`src/hw/payload_queue_defines.vh`:
```
`ifndef PAYLOAD_QUEUE_DEFINES_VH
`define PAYLOAD_QUEUE_DEFINES_VH

// ----------------------------------------------------------------
// register offsets
// ----------------------------------------------------------------
`define PIPE2_PAYLOAD_LENGTH_ADDR 5'h13
`define PIPE3_PAYLOAD_LENGTH_ADDR 5'h14
`define PIPE4_PAYLOAD_LENGTH_ADDR 5'h15
`define PIPE5_PAYLOAD_LENGTH_ADDR 5'h16
`define QUEUE_STATE_ADDR          5'h17

// ----------------------------------------------------------------
// field positions and reset values
// ----------------------------------------------------------------
`define LENGTH_MSB        5
`define LENGTH_RESET      6'h00
`define RESEND_FLAG_BIT   6
`define TX_FULL_BIT       5
`define TX_EMPTY_BIT      4
`define RX_FULL_BIT       1
`define RX_EMPTY_BIT      0
`define QUEUE_STATE_RESET 8'h11

// ----------------------------------------------------------------
// command codes
// ----------------------------------------------------------------
`define OP_READ_REG       3'h0
`define OP_WRITE_REG      3'h1
`define OP_WRITE_PAYLOAD  3'h2
`define OP_FLUSH_TX       3'h3
`define OP_FLUSH_RX       3'h4
`define OP_RESEND         3'h5

// ----------------------------------------------------------------
// sizes
// ----------------------------------------------------------------
`define QUEUE_DEPTH       3
`define PAYLOAD_BITS      256
`define PAYLOAD_MAX_BYTES 6'h20

`endif

```
`src/hw/payload_queue.v`:
```
// Operation
// - pipes 2..5 each hold a six-bit payload byte count, 1 to 32.
// - count zero marks pipe unused; counts reset to zero.
// - read-only resend flag sits in status bit 6.
// - with resend flag set, last packet repeats while chip enable high.
// - resend command sets flag; payload write or tx flush clears it.
// - status bit 5 shows tx queue full, resets to 0.
// - status bit 4 shows tx queue empty, resets to 1.
// - status bit 1 shows rx queue full, resets to 0.
// - status bit 0 shows rx queue empty, resets to 1.
// - tx payload queue is write-only, three entries of up to 32 bytes.
// - payloads move only by payload commands, never by register address.
// - rx payload queue is read-only, three entries, drained by host.
// - all six receive pipes share one rx queue.
`include "payload_queue_defines.vh"

module payload_queue #(
    parameter DEPTH = `QUEUE_DEPTH,
    parameter PW    = `PAYLOAD_BITS
) (
    input  wire          sys_clk,
    input  wire          rst,
    input  wire          clk_en,
    input  wire          chip_enable,
    input  wire          cmd_valid,
    input  wire [2:0]    cmd_op,
    input  wire [4:0]    cmd_addr,
    input  wire [7:0]    cmd_wdata,
    input  wire [PW-1:0] cmd_payload,
    input  wire [5:0]    cmd_payload_len,
    output reg  [7:0]    reg_rdata,
    output reg           reg_rvalid,
    output reg           tx_out_valid,
    input  wire          tx_out_ready,
    output reg  [PW-1:0] tx_out_data,
    output reg  [5:0]    tx_out_len,
    input  wire          rx_in_valid,
    output reg           rx_in_ready,
    input  wire [2:0]    rx_in_pipe,
    input  wire [PW-1:0] rx_in_data,
    input  wire [5:0]    rx_in_len,
    output reg           rx_out_valid,
    input  wire          rx_out_ready,
    output reg  [PW-1:0] rx_out_data,
    output reg  [5:0]    rx_out_len,
    output reg  [2:0]    rx_out_pipe
);

    localparam EW = PW + 6;
    localparam RW = PW + 9;

    // ----------------------------------------------------------------
    // command decode
    // ----------------------------------------------------------------
    // every op is qualified by clk_en, so a frozen block ignores the host
    wire do_cmd    = cmd_valid & clk_en;
    wire op_rd     = do_cmd & (cmd_op == `OP_READ_REG);
    wire op_wr     = do_cmd & (cmd_op == `OP_WRITE_REG);
    wire op_txw    = do_cmd & (cmd_op == `OP_WRITE_PAYLOAD);
    wire op_ftx    = do_cmd & (cmd_op == `OP_FLUSH_TX);
    wire op_frx    = do_cmd & (cmd_op == `OP_FLUSH_RX);
    wire op_resend = do_cmd & (cmd_op == `OP_RESEND);

    // ----------------------------------------------------------------
    // per-pipe payload lengths, pipes 2..5
    // ----------------------------------------------------------------
    // one register per pipe, each with a single driver, read through a net array
    wire [5:0] pipe_len [0:3];
    genvar g;
    generate
        for (g = 0; g < 4; g = g + 1)
        begin : pipe_len_gen
            reg [5:0] len;
            // only the low six bits are stored; reserved bits read zero
            always @(posedge sys_clk)
            begin
                if (rst)
                    len <= `LENGTH_RESET;
                else if (op_wr && cmd_addr == `PIPE2_PAYLOAD_LENGTH_ADDR + g)
                    len <= cmd_wdata[`LENGTH_MSB:0];
            end
            assign pipe_len[g] = len;
        end
    endgenerate

    // ----------------------------------------------------------------
    // transmit queue
    // ----------------------------------------------------------------
    reg [EW-1:0] tx_mem [0:DEPTH-1];
    reg [1:0]    tx_wp;
    reg [1:0]    tx_rp;
    reg [1:0]    tx_cnt;
    reg          resend_flag;
    reg          tx_have_last;

    wire tx_full  = (tx_cnt == DEPTH);
    wire tx_empty = (tx_cnt == 2'h0);
    wire tx_sent  = tx_out_valid & tx_out_ready;
    // a write to a full queue is dropped; payload enters only by command
    wire tx_push  = op_txw & ~tx_full;
    // pop only into a free or draining stage; a set resend flag keeps the old word
    wire tx_pop   = clk_en & ~op_ftx & ~resend_flag & chip_enable & ~tx_empty
                    & (~tx_out_valid | tx_sent);

    // queue storage and pointers
    // pointers wrap at DEPTH-1; a flush resets them outright
    always @(posedge sys_clk)
    begin
        if (rst)
        begin
            tx_wp  <= 2'h0;
            tx_rp  <= 2'h0;
            tx_cnt <= 2'h0;
        end
        else if (op_ftx)
        begin
            tx_wp  <= 2'h0;
            tx_rp  <= 2'h0;
            tx_cnt <= 2'h0;
        end
        else if (clk_en)
        begin
            if (tx_push)
            begin
                tx_mem[tx_wp] <= {cmd_payload_len, cmd_payload};
                tx_wp         <= (tx_wp == DEPTH - 1) ? 2'h0 : tx_wp + 2'h1;
            end
            if (tx_pop)
                tx_rp <= (tx_rp == DEPTH - 1) ? 2'h0 : tx_rp + 2'h1;
            if (tx_push && !tx_pop)
                tx_cnt <= tx_cnt + 2'h1;
            else if (tx_pop && !tx_push)
                tx_cnt <= tx_cnt - 2'h1;
        end
    end

    // resend flag: set by the resend command, cleared by write or flush
    // one op per cycle, so set and clear never meet at one edge
    always @(posedge sys_clk)
    begin
        if (rst)
            resend_flag <= 1'b0;
        else if (op_resend)
            resend_flag <= 1'b1;
        else if (op_txw || op_ftx)
            resend_flag <= 1'b0;
    end

    // outgoing stage keeps the last sent packet so it can be resent
    always @(posedge sys_clk)
    begin
        if (rst)
        begin
            tx_out_valid <= 1'b0;
            tx_out_data  <= {PW{1'b0}};
            tx_out_len   <= 6'h00;
            tx_have_last <= 1'b0;
        end
        else if (clk_en)
        begin
            if (tx_pop)
            begin
                tx_out_valid <= 1'b1;
                {tx_out_len, tx_out_data} <= tx_mem[tx_rp];
                tx_have_last <= 1'b1;
            end
            // flush first, so a flushed word drops at once; a later resend command can show it again
            else if (op_ftx)
                tx_out_valid <= 1'b0;
            else if (resend_flag && tx_have_last)
                tx_out_valid <= chip_enable;
            else if (tx_sent)
                tx_out_valid <= 1'b0;
        end
    end

    // ----------------------------------------------------------------
    // receive queue, shared by every pipe
    // ----------------------------------------------------------------
    reg [RW-1:0] rx_mem [0:DEPTH-1];
    reg [1:0]    rx_wp;
    reg [1:0]    rx_rp;
    reg [1:0]    rx_cnt;
    reg [5:0]    in_len;

    // pipes 0 and 1 bring their own length; 2..5 use the stored counts
    // pipe p reads slot p-2 of the length registers
    always @*
    begin
        in_len = rx_in_len;
        if (rx_in_pipe >= 3'h2 && rx_in_pipe <= 3'h5)
            in_len = pipe_len[rx_in_pipe[1:0] - 2'h2];
    end

    wire rx_full   = (rx_cnt == DEPTH);
    wire rx_empty  = (rx_cnt == 2'h0);
    wire rx_take   = clk_en & rx_in_valid & rx_in_ready;
    // an unused pipe's packet is accepted and discarded
    wire rx_push   = rx_take & (in_len != 6'h00) & ~op_frx;
    wire buf_space;
    reg  rx_pop_prev;
    // pop only when the output buffer is sure to have room
    wire rx_pop    = clk_en & ~op_frx & ~rx_empty & buf_space;

    // queue storage and pointers
    // a flush clears the queue here and the output buffer below
    always @(posedge sys_clk)
    begin
        if (rst || (clk_en && op_frx))
        begin
            rx_wp  <= 2'h0;
            rx_rp  <= 2'h0;
            rx_cnt <= 2'h0;
        end
        else if (clk_en)
        begin
            if (rx_push)
            begin
                rx_mem[rx_wp] <= {rx_in_pipe, in_len, rx_in_data};
                rx_wp         <= (rx_wp == DEPTH - 1) ? 2'h0 : rx_wp + 2'h1;
            end
            if (rx_pop)
                rx_rp <= (rx_rp == DEPTH - 1) ? 2'h0 : rx_rp + 2'h1;
            if (rx_push && !rx_pop)
                rx_cnt <= rx_cnt + 2'h1;
            else if (rx_pop && !rx_push)
                rx_cnt <= rx_cnt - 2'h1;
        end
    end

    // ready is registered; it looks ahead at the count after this edge
    // after a push into the second slot ready drops for a cycle: one lost
    // cycle, but a registered ready can never overrun the queue
    reg [1:0] next_rx_cnt;
    always @*
    begin
        next_rx_cnt = rx_cnt;
        if (op_frx)
            next_rx_cnt = 2'h0;
        else if (rx_push && !rx_pop)
            next_rx_cnt = rx_cnt + 2'h1;
        else if (rx_pop && !rx_push)
            next_rx_cnt = rx_cnt - 2'h1;
    end

    always @(posedge sys_clk)
    begin
        if (rst)
            rx_in_ready <= 1'b0;
        else if (clk_en)
            rx_in_ready <= (next_rx_cnt < DEPTH - 1) ||
                           (next_rx_cnt == DEPTH - 1 && !rx_push);
    end

    // ----------------------------------------------------------------
    // two-entry buffer toward the host
    // ----------------------------------------------------------------
    // holds two so a host stall never drops a popped payload
    reg [RW-1:0] buf_spare;
    reg [1:0]    buf_cnt;
    wire         out_take = rx_out_valid & rx_out_ready;
    // right after a pop with no take, hold off one cycle; slower, but never overfills
    assign buf_space = (buf_cnt == 2'h0) || (buf_cnt == 2'h1 && !rx_pop_prev);

    always @(posedge sys_clk)
    begin
        if (rst || (clk_en && op_frx))
        begin
            buf_cnt      <= 2'h0;
            rx_out_valid <= 1'b0;
            rx_pop_prev  <= 1'b0;
            rx_out_pipe  <= 3'h0;
            rx_out_len   <= 6'h00;
            rx_out_data  <= {PW{1'b0}};
        end
        else if (clk_en)
        begin
            rx_pop_prev <= 1'b0;
            case ({rx_pop, out_take})
                2'b10:
                begin
                    if (buf_cnt == 2'h0)
                        {rx_out_pipe, rx_out_len, rx_out_data} <= rx_mem[rx_rp];
                    else
                        buf_spare <= rx_mem[rx_rp];
                    buf_cnt      <= buf_cnt + 2'h1;
                    rx_out_valid <= 1'b1;
                    rx_pop_prev  <= 1'b1;
                end
                2'b01:
                begin
                    if (buf_cnt == 2'h2)
                        {rx_out_pipe, rx_out_len, rx_out_data} <= buf_spare;
                    buf_cnt      <= buf_cnt - 2'h1;
                    rx_out_valid <= (buf_cnt == 2'h2);
                end
                2'b11:
                begin
                    if (buf_cnt == 2'h2)
                    begin
                        {rx_out_pipe, rx_out_len, rx_out_data} <= buf_spare;
                        buf_spare <= rx_mem[rx_rp];
                    end
                    else
                        {rx_out_pipe, rx_out_len, rx_out_data} <= rx_mem[rx_rp];
                end
                default:
                    buf_cnt <= buf_cnt;
            endcase
        end
    end

    // ----------------------------------------------------------------
    // register reads
    // ----------------------------------------------------------------
    // payload stores have no address; unmapped reads return zero
    // status bits 7, 3 and 2 are reserved and read zero
    // address low bits 3, 0, 1, 2 select pipes 2, 3, 4, 5
    always @(posedge sys_clk)
    begin
        if (rst)
        begin
            reg_rdata  <= 8'h00;
            reg_rvalid <= 1'b0;
        end
        else if (clk_en)
        begin
            reg_rvalid <= op_rd;
            if (op_rd)
            begin
                if (cmd_addr >= `PIPE2_PAYLOAD_LENGTH_ADDR &&
                    cmd_addr <= `PIPE5_PAYLOAD_LENGTH_ADDR)
                    reg_rdata <= {2'h0, pipe_len[cmd_addr[1:0] - 2'h3]};
                else if (cmd_addr == `QUEUE_STATE_ADDR)
                    reg_rdata <= {1'b0, resend_flag, tx_full, tx_empty,
                                  2'h0, rx_full, rx_empty};
                else
                    reg_rdata <= 8'h00;
            end
        end
    end

endmodule

```
`config.mk`:
```
export PLATFORM = sky130hd
export DESIGN_NAME = payload_queue
export DESIGN_NICKNAME = d
export VERILOG_FILES = /design/src/hw/payload_queue.v
export VERILOG_INCLUDE_DIRS = /design/src /design/src/hw
export SDC_FILE = /design/constraint.sdc
export NUM_CORES = 2
export LEC_CHECK = 0
export BUFFER_PORTS_ARGS = -buffer_cell sky130_fd_sc_hd__buf_2
export CAP_MARGIN = 20
export CORE_AREA = 2 2 430 432
export DETAILED_ROUTE_END_ITERATION = 10
export DIE_AREA = 0 0 432 434
export PLACE_DENSITY_LB_ADDON = 0.2
export SLEW_MARGIN = 20
export SYNTH_ARGS = -nofsm -noshare
export SYNTH_HDL_FRONTEND = slang
export SYNTH_SLANG_ARGS = --single-unit
```
`constraint.sdc`:
```
create_clock -name sys_clk -period 61.1 [get_ports sys_clk]
set_input_delay 6.11 -clock sys_clk [delete_from_list [all_inputs] [get_ports sys_clk]]
set_output_delay 6.11 -clock sys_clk [all_outputs]
set_load 0.02 [all_outputs]
```
==> run metrics <==
Fill cells 14,737; worst-margin pin slew 1.204 ns; first-pass GRT wire length 334,400 µm; Post-synth EDFFs 1,846; via count 54,575; worst path required time 61.88 ns; Final Instance Area roughly 100,000 µm²; post-layout util 0.5709; leakage power roughly 36 nW; cell taking the most area after synthesis edfxtp_1; f_max 96.78 MHz; Post-DRT Antenna Nets 0; Synth Instances 6,292; met3 Resource Use GR 0.07201; post-cts sizing count 0; Initial Util 0.4868; mapped cell area 88,830 µm²; GR Layer Usage met2 0.3913; drt first pass iters 5; fin crit period 10.33 ns; Crit Path Category in2reg; simple-gate share of the synthesized area 0.06313; Die H 434 µm; worst hold path class reg2reg; layout cells sized above 1 0.2056; clock skew 0.02961 ns; fin. max-slew vios 0; Peak VDD IR 28.76 µV; Crit Path Max Fanout 147; routability cong. 0.8367; setup slack after layout 50.77 ns; Longest Clk Path Bufs 3; initial antenna violation count 174; top post-synthesis cells by area edfxtp_1 62%, dfxtp_1 13%, mux2i_1 6.3%; Iter 0 DRT Violations 3,755; port buffer count 1,086; Root Buffer clkbuf_16; DP HPWL 142,500 µm; met1 GRT Util 0.2847; crit start category input port; H-tree level count 4; CTS tree done; Synth Area in XOR/XNOR 0.0009718; final wirelength 231,000 µm; asr flop ratio synth 0; Setup-failing EPs final 0; cts hold-fix bufs 0; critical path capture point type flop; setup repair after global routing missed its margin false; DRC 0; post-DR wirelength/cell 23.28 µm; max cap viols 0; Synth Area in Adders 0.001972; worst slack, placed between 40 and 50 ns; busiest layer in global routing met2; post-synthesis sequential area ratio 0.7549; Synth Area in Compound Gates 0.09369; Worst slew margin 0.1974; placed cell area around 96,000 µm²; prevailing post-synth register cell edfxtp_1; final hold vios 0; YS warnings 0; IO Count 1,090; period utilization 0.1691; Final #Nets 7,824; run status completed; register bit count reported by yosys around 2,400; drt via density 5.499; multiplexer area fraction after synthesis 0.06558; Die W 432 µm; syn nets between 6,000 and 7,000; clk sink count 2,427; most instantiated cells after synthesis 1,846 x edfxtp_1, 1,106 x nor2_1, 581 x dfxtp_1; main combinational cell family by area after synthesis compound AO/OA/AOI/OAI gates; GRT Util Overall 0.2385; total core area 182,500 µm²; clock latency on the worst-skew pair about 0.87 ns; Total Power approximately 3.7 mW; power density cells 35.71 nW/µm²; count leader, synth edfxtp_1; Syn Area/Cell 14.12 µm²; TNS Setup 0 ns; Layout area overhead 17.29%; top-area cell type share of the netlist area 0.6240; die footprint 187,500 µm²; grt ovf 0; clk slew on worst S/H paths 0.06 ns; # rows around 160; Worst EP arrival 11.11 ns; largest net degree at the start of global routing 204; CTS Buf Count ~230; vias in the first global route 51,622; Post-CTS Setup Bufs 0; post-synthesis cell type count 58
==> sequential cells by signal, indices dropped and copies added (netlist names), 2 cells and up, named ones only <==
name              flops
tx_mem              786
tx_out_len            6
tx_cnt                2
rx_out_data         256
tx_wp                 2
buf_spare           265
tx_out_data         256
tx_rp                 2
reg_rdata             7
pipe_len_gen.len     24
rx_cnt                2
rx_wp                 2
rx_out_len            6
rx_rp                 2
rx_out_pipe           3
rx_mem              795
buf_cnt               2
==> critical path, cell delays in order <==
cell      delay [ns]
buf_2           0.31
nand2_1         0.39
nor2_1          0.37
inv_2           0.18
ha_1            0.31
mux2i_4         0.47
buf_4           0.82
buf_4           0.63
buf_12          0.71
a22oi_1         0.25
a211oi_1        0.31
==> cell type report <==
class | instances | area, µm² | share of cell area
Antenna cell | 74 | 185.2 | 0.001777
Clock buffer | 339 | 6604 | 0.06338
Clock inverter | 104 | 1036 | 0.009943
Inverter | 13 | 48.80 | 0.0004683
Multi-Input combinational cell | 3426 | 20110 | 0.1931
Sequential cell | 2427 | 67080 | 0.6438
Tap cell | 2385 | 2984 | 0.02864
Timing Repair Buffer | 1157 | 6141 | 0.05894
==> power breakdown <==
part	switching, mW	internal (mW)	leakage [nW]
registers	0.0311	1.84	21.3
logic	0.274	0.149	11.1
clock network	0.610	0.817	3.73
==> cells by family after synthesis <==
| family | count (synthesis) |
|---|---|
| AND/OR/NAND/NOR | 1451 |
| other | 1 |
| multiplexers | 573 |
| flip-flops | 2427 |
| adder cells (fa/ha/maj) | 14 |
| AO/OA/AOI/OAI | 1378 |
| XOR/XNOR | 9 |
| buffers and inverters | 439 |
==> placed cells by master (no fill, tap or decap), types with 4 or more instances in the layout <==
cell	synthesis	routed
inv_1	12	12
clkinv_2	0	35
mux4_2	6	6
a211oi_1	271	271
nor3_1	10	10
buf_2	71	1085
clkbuf_16	0	237
ha_1	14	14
inv_16	0	5
nor2_1	1106	1105
mux2i_1	561	560
nand2_1	290	289
clkbuf_8	0	29
dfxtp_1	581	577
nand3_1	9	9
a22oi_1	265	265
xnor2_1	7	7
bufinv_16	0	16
clkinv_1	0	31
nor4b_2	1	4
o21ai_0	270	270
inv_6	0	6
nor2b_1	6	6
buf_4	1	58
clkbuf_1	320	73
a21oi_1	548	548
clkinvlp_4	0	6
dfxtp_4	0	4
buf_12	0	13
edfxtp_1	1846	1846
diode_2	0	74
o22ai_1	7	7
==> through the flow <==
stage / hold WS [ns] / std cells
after floorplan: 0.4585 / 6292
after global placement: 0.4431 / 9407
after detailed placement: 0.4470 / 9408
after CTS: 0.4553 / 9851
after global routing: 0.4934 / 9894
final: 0.4533 / 9925
==> path summary, 6_finish.rpt <==
check                from               end  slack [ns]  cells after the start
max                clk_en  rx_out_data[183]       50.77                     11
min          reg_rdata[3]      reg_rdata[3]        0.45                      2
max reg2reg     rx_cnt[1]  rx_out_data[183]       55.97                     13
min reg2reg  reg_rdata[3]      reg_rdata[3]        0.45                      2
==> per-layer routing <==
layer,vias up,share of wire,wire (µm)
met4,78,0.051,11880
li1,25415,-,-
met5,-,0.0022,499
met3,619,0.078,17920
met2,1761,0.49,112500
met1,26702,0.38,88270
No activity file was read; power rests on OpenSTA's default activity.
